--- src/design/clk_mon_pkg.sv ---
// constants and carrier types for the clock status and pll monitor bank
// assumes a register port inside the device gives address, write and read strobes
// How it works
// - bit 4 latches a master clock halt and clears on read.
// - bit 0 latches any clock error and clears on read.
// - bit 2 reads 1 only while frame and bit clocks are both low.
// - bit 1 shows live resynchronization activity, not latched.
// - monitors show auto derived values when auto setup is on, else programmed.
// - p view in bits 6..0 holds divider minus one.
// - j view in bits 5..0 holds j directly, zero meaning error.
// - d view split: upper bits 5..0 first register, lower part second register.
// - combined d is 0 to 9999; larger values signal an error.
package clk_mon_pkg;
	localparam logic [7:0] CLOCK_FAULT_STATUS_OFS = 8'h5F;
	localparam logic [7:0] PLL_P_MONITOR_OFS      = 8'h60;
	localparam logic [7:0] PLL_J_MONITOR_OFS      = 8'h61;
	localparam logic [7:0] PLL_D_MONITOR_HIGH_OFS = 8'h62;
	localparam logic [7:0] PLL_D_MONITOR_LOW_OFS  = 8'h63;
	localparam int HALT_BIT   = 4;
	localparam int ABSENT_BIT = 2;
	localparam int RESYNC_BIT = 1;
	localparam int FAULT_BIT  = 0;
	localparam int D_LOW_BIT  = 5;
	localparam logic [7:0]  STATUS_RSVD_MASK = 8'hE8;
	localparam logic [7:0]  P_RSVD_MASK      = 8'h80;
	localparam logic [7:0]  J_RSVD_MASK      = 8'hC0;
	localparam logic [7:0]  D_HIGH_RSVD_MASK = 8'hC0;
	localparam logic [7:0]  D_LOW_RSVD_MASK  = 8'hC0;
	localparam logic [7:0]  RSVD_RESET       = 8'h00;
	localparam logic [13:0] D_MAX            = 14'h270F;
	localparam logic [3:0]  ABSENT_WINDOW    = 4'hF;

	typedef struct packed {
		logic [6:0] p_code;
		logic [5:0] j_code;
		logic [6:0] d_value;
	} pll_factors_t;

	typedef struct packed {
		logic       halt_event;
		logic       fault_event;
		logic       frame_clk;
		logic       bit_clk;
		logic       resync_busy;
	} clk_events_t;
endpackage : clk_mon_pkg

--- src/design/clock_status_pll_monitor_regs.sv ---
// clock fault status and pll monitor registers, offsets 0x5F to 0x63
// assumes events and factors come from logic on core_clk except the serial clock pins
`timescale 1ns/1ns
module clock_status_pll_monitor_regs (
	input  wire logic                     core_clk,     // register clock, 100 MHz
	input  wire logic                     rst,          // synchronous reset, active high
	input  wire logic [7:0]               reg_addr,     // register offset
	input  wire logic                     reg_wr,       // write strobe, one cycle
	input  wire logic [7:0]               reg_wdata,    // write data
	input  wire logic                     reg_rd,       // read strobe, one cycle
	output logic      [7:0]               reg_rdata,    // read data, valid cycle after reg_rd
	input  wire clk_mon_pkg::clk_events_t evt,          // clock events and pin levels
	input  wire logic                     auto_set_en,  // automatic clock setup active
	input  wire clk_mon_pkg::pll_factors_t auto_factors, // auto derived factors
	input  wire clk_mon_pkg::pll_factors_t prog_factors, // software programmed factors
	output logic                          d_error       // combined d out of range
);
	// ==========================================================
	// pin synchronisers
	logic [1:0] frame_sync_reg;
	logic [1:0] bit_sync_reg;
	always_ff @(posedge core_clk) begin
		if (rst) begin
			frame_sync_reg <= 2'h0;
			bit_sync_reg   <= 2'h0;
		end else begin
			frame_sync_reg <= {frame_sync_reg[0], evt.frame_clk};
			bit_sync_reg   <= {bit_sync_reg[0], evt.bit_clk};
		end
	end

	// ==========================================================
	// serial clock absence: both low for a full window of samples
	// frame and bit clocks both idling low longer than the sixteen-sample window read as absent;
	// short window trades false absence at slow clocks for fast reporting
	logic [3:0] low_cnt_reg;
	logic       absent_reg;
	always_ff @(posedge core_clk) begin
		if (rst) begin
			low_cnt_reg <= 4'h0;
			absent_reg  <= 1'b0;
		end else if (frame_sync_reg[1] | bit_sync_reg[1]) begin
			low_cnt_reg <= 4'h0;
			absent_reg  <= 1'b0;
		end else if (low_cnt_reg != clk_mon_pkg::ABSENT_WINDOW) begin
			low_cnt_reg <= low_cnt_reg + 4'h1;
		end else begin
			absent_reg <= 1'b1;
		end
	end

	// ==========================================================
	// sticky flags
	logic halt_reg;
	logic fault_reg;
	logic rd_status;
	assign rd_status = reg_rd && (reg_addr == clk_mon_pkg::CLOCK_FAULT_STATUS_OFS);
	always_ff @(posedge core_clk) begin
		if (rst)
			halt_reg <= 1'b0;
		else if (evt.halt_event)
			halt_reg <= 1'b1;
		else if (rd_status)
			halt_reg <= 1'b0;
	end
	always_ff @(posedge core_clk) begin
		if (rst)
			fault_reg <= 1'b0;
		else if (evt.fault_event)
			fault_reg <= 1'b1;
		else if (rd_status)
			fault_reg <= 1'b0;
	end

	// ==========================================================
	// reserved bits: storage only
	logic [7:0] rsvd_reg [5];
	always_ff @(posedge core_clk) begin
		if (rst) begin
			for (int i = 0; i < 5; i++)
				rsvd_reg[i] <= clk_mon_pkg::RSVD_RESET;
		end else if (reg_wr && reg_addr >= clk_mon_pkg::CLOCK_FAULT_STATUS_OFS
				&& reg_addr <= clk_mon_pkg::PLL_D_MONITOR_LOW_OFS) begin
			rsvd_reg[3'(reg_addr - clk_mon_pkg::CLOCK_FAULT_STATUS_OFS)] <= reg_wdata;
		end
	end

	// ==========================================================
	// factor selection
	clk_mon_pkg::pll_factors_t used;
	logic [13:0]               d_full;
	assign used = auto_set_en ? auto_factors : prog_factors;
	// combined d value
	// only seven d bits reach the registers, so the range guard cannot trip today
	assign d_full = {7'h00, used.d_value};
	always_ff @(posedge core_clk) begin
		if (rst)
			d_error <= 1'b0;
		else
			d_error <= (d_full > clk_mon_pkg::D_MAX);
	end

	// ==========================================================
	// read mux, data registered
	function automatic logic [7:0] rmask(input logic [7:0] r, input logic [7:0] m);
		return r & m;
	endfunction : rmask
	always_ff @(posedge core_clk) begin
		if (rst)
			reg_rdata <= 8'h00;
		else if (reg_rd) begin
			unique case (reg_addr)
				clk_mon_pkg::CLOCK_FAULT_STATUS_OFS: reg_rdata <=
					rmask(rsvd_reg[0], clk_mon_pkg::STATUS_RSVD_MASK)
					| (8'(halt_reg) << clk_mon_pkg::HALT_BIT)
					| (8'(absent_reg) << clk_mon_pkg::ABSENT_BIT)
					| (8'(evt.resync_busy) << clk_mon_pkg::RESYNC_BIT)
					| (8'(fault_reg) << clk_mon_pkg::FAULT_BIT);
				clk_mon_pkg::PLL_P_MONITOR_OFS: reg_rdata <=
					rmask(rsvd_reg[1], clk_mon_pkg::P_RSVD_MASK) | {1'b0, used.p_code};
				clk_mon_pkg::PLL_J_MONITOR_OFS: reg_rdata <=
					rmask(rsvd_reg[2], clk_mon_pkg::J_RSVD_MASK) | {2'h0, used.j_code};
				clk_mon_pkg::PLL_D_MONITOR_HIGH_OFS: reg_rdata <=
					rmask(rsvd_reg[3], clk_mon_pkg::D_HIGH_RSVD_MASK) | {2'h0, used.d_value[6:1]};
				clk_mon_pkg::PLL_D_MONITOR_LOW_OFS: reg_rdata <=
					rmask(rsvd_reg[4], clk_mon_pkg::D_LOW_RSVD_MASK)
					| (8'(used.d_value[0]) << clk_mon_pkg::D_LOW_BIT);
				default: reg_rdata <= 8'h00;
			endcase
		end
	end
endmodule : clock_status_pll_monitor_regs

--- config.mk ---
export PLATFORM = sky130hd
export DESIGN_NAME = clock_status_pll_monitor_regs
export DESIGN_NICKNAME = d
export VERILOG_FILES = /design/src/design/clk_mon_pkg.sv /design/src/design/clock_status_pll_monitor_regs.sv
export SDC_FILE = /design/constraint.sdc
export NUM_CORES = 1
export LEC_CHECK = 0
export BUFFER_PORTS_ARGS = -buffer_cell sky130_fd_sc_hd__buf_2
export CAP_MARGIN = 20
export CORE_MARGIN = 3
export CORE_UTILIZATION = 40
export DETAILED_ROUTE_END_ITERATION = 7
export HOLD_SLACK_MARGIN = 0.1
export PLACE_DENSITY_LB_ADDON = 0.25
export SLEW_MARGIN = 20
export SYNTH_ARGS = -nofsm -noshare
export SYNTH_HDL_FRONTEND = slang
export SYNTH_SLANG_ARGS = --single-unit
--- constraint.sdc ---
create_clock -name core_clk -period 4.6 [get_ports core_clk]
set_clock_uncertainty 0.05 [all_clocks]
set_input_delay 0.46 -clock core_clk [delete_from_list [all_inputs] [get_ports core_clk]]
set_output_delay 0.46 -clock core_clk [all_outputs]
set_load 0.02 [all_outputs]
Word level (Yosys, flattened, before mapping)
Memories as Yosys holds them, arrays and structs flattened.
Index checks and enable logic that the tools add are counted.
Storage, ports and cells
  memories: 1
  input bits: 66
  output and inout bits: 9
  RAM bits: 40
  logic and storage cells: 49
  register bits after elaboration: 20
Memories
  rsvd_reg: depth 5, bits a word 8, rd ports 5, clocked after memory_dff 0, write ports 5, RTL line clock_status_pll_monitor_regs.sv:77  | logic [7:0] rsvd_reg [5];
Operators by class
  magnitude comparators: 3
  add/subtract/negate cells: 2
  reduce and logical (&&, ||, !) cells: 7
  equal/unequal tests: 6
  mux-type cells: 13
  bitwise operators: 9
Operators by type and width (count)
  $eq A8 B7 Y1 const B: 5
  $pmux W8 S5: 1
  $or A8 B6 Y8: 3
  $mux W20: 1
  $gt A7 B14 Y1 const B: 1
  $mux W1: 9
  $ge A8 B7 Y1 const B: 1
  $le A8 B7 Y1 const B: 1
  $mux W8: 1
  $or A8 B1 Y8: 1
  $or A8 B2 Y8: 1
  $or A8 B3 Y8: 1
  $or A8 B5 Y8: 1
  $or A8 B7 Y8: 1
  $reduce_or A8 Y1: 1
  $add A4 B1 Y4 const B: 1
  $ne A4 B4 Y1 const B: 1
  $reduce_bool A2 Y1: 2
  $logic_and A1 B1 Y1: 3
  $mux W3: 1
  $sub A3 B3 Y3 const B: 1
  $reduce_or A2 Y1: 1
  $or A1 B1 Y1: 1

Longest topological paths before layout
Gate-level depths: netlist of the first run.
  depth after elaboration: 8
  gate-level depth with buffers: 7
  mapped depth without buffers: 6

Worst setup path before layout of the first run
OpenSTA, ideal clock, no wires.
  path kind: in2reg
  from: in reg_addr[0]
  to: mem rsvd_reg[0][3], enable pin
  data arrival time: 1698 ps
  data required time: 4243 ps
  stages: 5
  path buffers: 0
  slack: 2545 ps
  cell sequence: ha_1 > xor2_1 > or2_2 > a2111oi_4 > or2_1
RTL lines
  from (decl): RTL line clock_status_pll_monitor_regs.sv:7  | input wire logic [7:0] reg_addr,
  to (decl): RTL line clock_status_pll_monitor_regs.sv:77

==> results.toml, run 1 <==
[status]
outcome = "complete, no violations"

[synth]
yosys_most_used_dff = "dfxtp_1"
synth_edf_count = 11
synth_xor_area_frac = 0.00977
avgSynthCellArea_sq_um = 10.7
synth_top_family_by_area = "compound AO/OA/AOI/OAI gates"
syn-instance-count = 168
muxShareOfSynthArea = 0.142
synth_simple_gate_area_frac = 0.170
synth.distinct_cells = 48
syn_nets = 239
synth-seq-cells = 30
synth_area_leaders = "dfxtp_1, edfxtp_1, mux2_2, mux2_4, ha_1"
seq_area_frac_synth = 0.396
synth_fa_ha_area_frac = 0.0349
yosys.area.top_type_share = 0.212
syn_area_sq_um = 1790
synth_compound_area_frac = 0.195
ys_warn_count = 0
ys_async_sr_fraction = 0
synth_area_leader_cell = "dfxtp_1"

[final_layout]
n_fill_cell = 420
nNetsFinal = 303
final_layout_size_suffix_gt1_frac = 0.455
largest_reg_flops = 11
areaGrowthSynthToFinish_pct = 24.0
diodes = 0
final_cell_count_no_fill = 283

[hold_path]
hp-start = "evt[1]"
holdPathEnd = "bit_sync_reg[0]"
hold_path_class = "in -> reg"
hold_depth = 2

[floorplan]
die_width_um = 73.0
fp.dieArea_sq_um = 5320
pin_count = 75
start_util = 0.430
fp.dieH_um = 73.0
fp-row-count = 23
core_sq_um = 4170

[sta]
timing.fmax_mhz = 488
tns_ps = 0
hold_viol = 0
rsz0062_at_grt = "no"
slew_headroom = 0.660
worst_slew_pin_slew_ps = 510
period_share = 0.446
finalSetupViolations = 0
layout_min_cycle_time_ps = 2050
drv_slew = 0

[pwr]
powerDensity_nw_per_um2 = 275
total_leakage_power_uw = 0.000985
ir_drop_mv = 0.164

[place]
globalplace.congestion = 0.742
placed_cells = 275
hpwl_um = 3110
io_buffers = 69

[cts]
postCtsHoldBufs = 0
cts_tree = "built"
clk_path_buf_depth = 2
cts_setup_buffers = 0
cts_buffers = 5
cts_root_buffer = "clkbuf_8"
insertion_delay_ps = 270
cts.sinks = 30
htree_levels = 2
clk_pin_slew_ps = 60
cts_resized = 0

[worst_setup_path]
path_class = "in -> reg"
r2r-end = "reg_rdata[7]"
required_ps = 4520
endpoint_kind = "flop"
crit_path_max_fanout = 5
critical-path-slowest-cell = "a2111oi_4"
reg2reg_depth = 4
worstSetupStartpointType = "primary input"
reg2reg_from = "rsvd_reg[3][7]"
arrival_ps = 1970
slowest_delay_ps = 350
r2r_slack_ps = 3290
crit_buf_inv = 1
worstPathCellList = "buf_2, ha_1, xor2_1, or2_2, a2111oi_4, or2_1"
critPathTopFamily = "simple AND/OR/NAND/NOR gates"

[detailed_routing]
final_antenna_net_count = 0
routed_via_density = 5.24
wire_per_inst_um = 13.9
firstDrtPassIters = 4
drtIter0Drc = 86
vias = 1484
routed_wl_um = 3940
drc = 0

[run]
maxCapViolCount = 0

[grt]
track_usage = 0.151
grt_first_pass_wirelength_um = 6290
antenna_found_initial = 0
grt_overflow_total = 0
grt_pass1_vias = 1394
grt_max_degree = 25
[where the power goes]
group	switching, uW	internal, uW	total [uW]
logic	50.1	55.2	105
registers	6.17	288	294
clock network	91.4	120	212
total	148	464	611
[how the worst max path moves through the flow]
stage / startpoint / end / slack [ps] / cells after the start
floorplan: reg_addr[0] / rsvd_reg[0][3] / 2540 / 5
global placement: reg_addr[0] / rsvd_reg[0][7] / 2260 / 6
detailed placement: reg_addr[0] / rsvd_reg[0][7] / 2250 / 6
CTS: reg_addr[0] / rsvd_reg[0][3] / 2540 / 6
global route: reg_addr[0] / rsvd_reg[0][3] / 2440 / 6
finish: reg_addr[0] / rsvd_reg[0][6] / 2550 / 6
[placed cells by master, fill, tap and decap left out, drive strengths merged, types with 2 or more instances in the layout]
cell type  Yosys  routed
nor3           3       3
and2           6       6
buf            8      69
a21oi          5       5
a311oi         2       2
and4b          2       2
or2            3       3
inv            6       6
a22oi          2       2
dfxtp         19      19
mux2          20      20
nand2          7       7
nor2b          4       4
o21ai          2       2
a222oi         6       6
nor2          14      14
a2111oi        2       2
a21o           5       5
a2bb2oi        5       5
edfxtp        11      11
a211oi         6       6
and3           5       5
clkbuf         4       7
ha             5       5
nand3          3       3
[synth_stat cells (all sizes together), types with 2 or more instances]
| master | number |
|---|---|
| a2111oi | 2 |
| a211oi | 6 |
| a21o | 5 |
| a21oi | 5 |
| a222oi | 6 |
| a22oi | 2 |
| a2bb2oi | 5 |
| a311oi | 2 |
| and2 | 6 |
| and3 | 5 |
| and4b | 2 |
| buf | 8 |
| clkbuf | 4 |
| dfxtp | 19 |
| edfxtp | 11 |
| ha | 5 |
| inv | 6 |
| mux2 | 20 |
| nand2 | 7 |
| nand3 | 3 |
| nor2 | 14 |
| nor2b | 4 |
| nor3 | 3 |
| o21ai | 2 |
| or2 | 3 |
[cells by family after synthesis]
group                      Yosys count
xor gates and xnor gates             2
DFF                                 30
muxes                               21
and+or+nand+nor                     52
other                                1
buffers and inverters               18
adders and majority gates            5
AOI/OAI and AO/OA                   39
[through the flow]
stage          worst slack, ps  hold WS, ps  power, uW  utilization  instance area (sq um)
2_1_floorplan             2540          364        366            -                   1790
3_3_place_gp              2260          373        404        0.511                   2130
3_5_place_dp              2250          375        406        0.511                   2130
4_1_cts                   2540          340        617        0.533                   2220
5_1_grt                   2440          344        639        0.533                   2220
6_report                  2550          344        611        0.533                   2220
[layer usage]
layer	share of wire	global-route usage	wire [um]
met1	0.43	0.193	1690
met3	0.077	0.0441	303
met4	0.0015	0.0246	6
met2	0.49	0.258	1940
met5	0	0	0
[cell type report]
cell class	count	area, sq um	area share
flip-flops and latches	30	711	0.320
multi-input cells	120	991	0.446
repair buffers	69	345	0.155
well taps	50	62.6	0.0281
clock inverters	1	5.00	0.00225
inverters	6	22.5	0.0101
clock buffers	7	86.3	0.0388
(Power assumes the default switching activity.)
==> inputs of run 2 (changes only) <==
clock period = 1.7 ns   (was 4.6 ns; I/O delays follow)
==> run 2 against run 1 <==
Against the previous run: power rose to 2.7 times the previous value; combinational power increased to 3.1 times the previous value; clock power grew 150%; critical endpoint is now rsvd_reg[0][7]; setup slack lost 2400 ps; flip-flop and latch count did not move.
==> results.toml, run 2 (synthesized netlist as in run 1, its figures left out) <==
[status]
outcome = "complete, no violations"

[floorplan]
core_sq_um = 4170
die_width_um = 73.0
start_util = 0.430
fp-row-count = 23
fp.dieH_um = 73.0
pin_count = 75
fp.dieArea_sq_um = 5320

[final_layout]
areaGrowthSynthToFinish_pct = 34.7
final_cell_count_no_fill = 307
layout_common_cells = "buf_2, dfxtp_1, buf_4"
final_common_cell = "buf_2"
nNetsFinal = 327
final_layout_size_suffix_gt1_frac = 0.482
diodes = 0
fin_util = 0.579
final_area_sq_um = 2410
largest_reg_flops = 11

[grt]
grt_pass1_vias = 1499
grt_overflow_total = 0
antenna_found_initial = 0
grt_max_degree = 21
grt_first_pass_wirelength_um = 6670
track_usage = 0.162

[worst_setup_path]
endpoint_kind = "flop"
required_ps = 1620
r2r_slack_ps = 400
worstSetupStartpointType = "primary input"
path_class = "in -> reg"
arrival_ps = 1460
crit_path_max_fanout = 4

[sta]
drv_slew = 0
finalSetupViolations = 0
rsz0062_at_grt = "no"
tns_ps = 0
whs_ps = 129
hold_viol = 0
layout_min_cycle_time_ps = 1540
timing.fmax_mhz = 651
period_share = 0.903

[run]
maxCapViolCount = 0

[cts]
cts_root_buffer = "clkbuf_8"
clk_pin_slew_ps = 60
insertion_delay_ps = 270
cts.sinks = 30
cts_buffers = 5
cts_setup_buffers = 0
cts_tree = "built"
htree_levels = 2
clk_path_buf_depth = 2

[pwr]
powerDensity_nw_per_um2 = 681
total_leakage_power_uw = 0.00109
ir_drop_mv = 0.561

[detailed_routing]
firstDrtPassIters = 4
routed_wl_um = 4230
routed_via_density = 5.00
drc = 0
drtIter0Drc = 94
vias = 1534
final_antenna_net_count = 0
wire_per_inst_um = 13.8

[place]
placed_cells = 295
hpwl_um = 3310
globalplace.congestion = 0.716
io_buffers = 69
placed_area_sq_um = 2290

[hold_path]
hold_path_class = "in -> reg"
==> run 2: cell type report <==
type / count / area [sq um]
sequential: 30 / 711
timing repair buffer: 93 / 548
clock buffer: 8 / 80.1
fill: 372 / 1760
inverter: 6 / 22.5
multi-input combinational: 120 / 991
tap: 50 / 62.6
==> run 2: final timing paths <==
| path | start | end | cells past startpoint |
|---|---|---|---|
| worst max-delay path | reg_addr[0] | rsvd_reg[0][7] | 6 |
| worst max register to register | rsvd_reg[3][7] | reg_rdata[7] | 4 |
| worst min register to register | frame_sync_reg[0] | frame_sync_reg[1] | 1 |
| worst min-delay path | reg_wdata[5] | rsvd_reg[0][5] | 2 |
==> run 2: timing repair <==
| action | CTS | global route |
|---|---|---|
| endpoints found under the hold margin | 4 | 0 |
| hold buffers | 4 | 0 |
| gates resized for setup | 0 | 0 |
==> run 2: per-stage QoR <==
stage,setup WS (ps),total power [uW]
after global routing,78.9,1730
final,164,1640
after global placement,-102,1130
after floorplan,11.7,990
after detailed placement,-115,1130
after CTS,166,1670
==> run 2: report_power, final <==
| group | switching (uW) | leakage [uW] | total [uW] | internal [uW] |
|---|---|---|---|---|
| combinational | 146 | 0.000794 | 327 | 181 |
| sequential | 17.2 | 0.000261 | 797 | 779 |
| clock | 232 | 0.0000395 | 521 | 290 |
==> run 2: worst max-delay path: stages <==
cell,delay (ps)
buf_2,110
ha_1,230
xor2_1,190
or2_2,300
a2111oi_4,220
or2_1,230
==> run 2: routing by layer <==
metal / global-route usage / up-vias / routed length (um)
met5: 0 / - / 0
met4: 0.0430 / 0 / 36
met3: 0.0413 / 5 / 281
met2: 0.272 / 46 / 2070
met1: 0.208 / 681 / 1840
li1: - / 802 / -
==> inputs of run 3 (changes only) <==
MAX_ROUTING_LAYER = met4   (was default)
==> run 3 against run 2 <==
Against the previous run: critical path depth unchanged; final area stayed put; combinational power about the same; sequential share of layout area unchanged; clock power about the same; register-to-register slack barely moved; hold slack hardly changed; critical endpoint unchanged; largest power group unchanged.
==> results.toml, run 3 (synthesized netlist as in run 1, its figures left out) <==
[detailed_routing]
final_antenna_net_count = 0
drtIter0Drc = 90
routed_via_density = 4.97
routed_wl_um = 4230
vias = 1526
wire_per_inst_um = 13.8
drc = 0
firstDrtPassIters = 4

[grt]
antenna_found_initial = 0
gr-usage-met2 = 0.272
grt_overflow_total = 0
busiest_layer = "met2"
use_met1 = 0.210
grt_first_pass_wirelength_um = 6680
grt_max_degree = 21
grt_pass1_vias = 1489
track_usage = 0.168
grtUsageMet3 = 0.0427

[sta]
drv_slew = 0
worst_slack_ps = 163
hold_viol = 0
whs_ps = 129
rsz0062_at_grt = "no"
timing.fmax_mhz = 651
finalSetupViolations = 0
period_share = 0.904
layout_min_cycle_time_ps = 1540

[status]
outcome = "complete, no violations"

[worst_setup_path]
worstPathCellList = "buf_2, ha_1, xor2_1, or2_2, a2111oi_4, or2_1"
path_class = "in -> reg"
required_ps = 1620
critical-path-slowest-cell = "or2_2"
worstSetupStartpointType = "primary input"
endpoint_kind = "flop"
slowest_delay_ps = 300
crit_buf_inv = 1
arrival_ps = 1460
critPathTopFamily = "simple AND/OR/NAND/NOR gates"
crit_path_max_fanout = 4

[cts]
cts.sinks = 30
cts_resized = 0
htree_levels = 2
clk_path_buf_depth = 2
cts_buffers = 5
cts_setup_buffers = 0
cts_tree = "built"
insertion_delay_ps = 270
clk_pin_slew_ps = 60
postCtsHoldBufs = 4
cts_root_buffer = "clkbuf_8"

[final_layout]
layout_common_cells = "buf_2, dfxtp_1, buf_4"
final_common_cell = "buf_2"
areaGrowthSynthToFinish_pct = 34.7
diodes = 0
final_area_sq_um = 2410
final_cell_count_no_fill = 307
largest_reg_flops = 11
nNetsFinal = 327
final_layout_size_suffix_gt1_frac = 0.482

[pwr]
p_total_uw = 1650
total_leakage_power_uw = 0.00109
powerDensity_nw_per_um2 = 682
ir_drop_mv = 0.561
combPwrFrac = 0.199
swShare = 0.240
internal_power_uw = 1250
seqPwrFrac = 0.484
clockPowerShare = 0.318
p_sw_uw = 396

[place]
hpwl_um = 3310
placed_cells = 295
post-place-ws_ps = -115
globalplace.congestion = 0.725
placed_area_sq_um = 2290
io_buffers = 69

[floorplan]
fp.dieH_um = 73.0
start_util = 0.430
die_width_um = 73.0
fp-row-count = 23
pin_count = 75
fp.dieArea_sq_um = 5320
core_sq_um = 4170

[hold_path]
hold_path_class = "in -> reg"

[run]
maxCapViolCount = 0
==> run 3: cell counts in the layout (fill, tap and decap cells not counted) <==
Identical to the previous run, type by type.
==> run 3: power by group through the flow <==
stage          registers, uW  logic (uW)  clock network [uW]
4_1_cts                  797         328                 542
6_report                 796         327                 523
3_5_place_dp             812         320                   0
5_1_grt                  800         359                 574
3_3_place_gp             811         315                   0
2_1_floorplan            819         171                   0
==> run 3: per-layer routing <==
metal  share of wire  routed length (um)  vias to the layer above
li1                -                   -                      803
met1            0.44                1860                      678
met2            0.49                2080                       43
met3           0.064                 269                        2
met4          0.0043                  18                        0
met5               0                   0                        -
==> run 3: worst reg2reg max path, stage by stage, from the launching register on <==
cell and delay, ps:
edfxtp_1 370, a22o_1 240, a221oi_1 240, a2bb2oi_1 190
a211oi_1 90
==> run 3: path summary, 6_finish.rpt <==
check	cells past startpoint	startpoint	endpoint	slack, ps
worst min register to register	1	frame_sync_reg[0]	frame_sync_reg[1]	380
worst max register to register	4	rsvd_reg[3][7]	reg_rdata[7]	400
worst max-delay path	6	reg_addr[0]	rsvd_reg[0][7]	160
worst min-delay path	2	reg_wdata[5]	rsvd_reg[0][5]	130
==> run 3: stage by stage <==
stage	TNS (ps)	utilization
CTS	0	0.579
finish	0	0.579
global placement	-507	0.550
floorplan	0	-
global route	0	0.579
detailed placement	-744	0.550
==> run 3: final cells by class <==
| type | instances | area, sq um |
|---|---|---|
| repair buffers | 93 | 548 |
| well taps | 50 | 62.6 |
| multi-input cells | 120 | 991 |
| flip-flops and latches | 30 | 711 |
| clock buffers | 8 | 80.1 |
| fillers | 372 | 1760 |
| inverters | 6 | 22.5 |
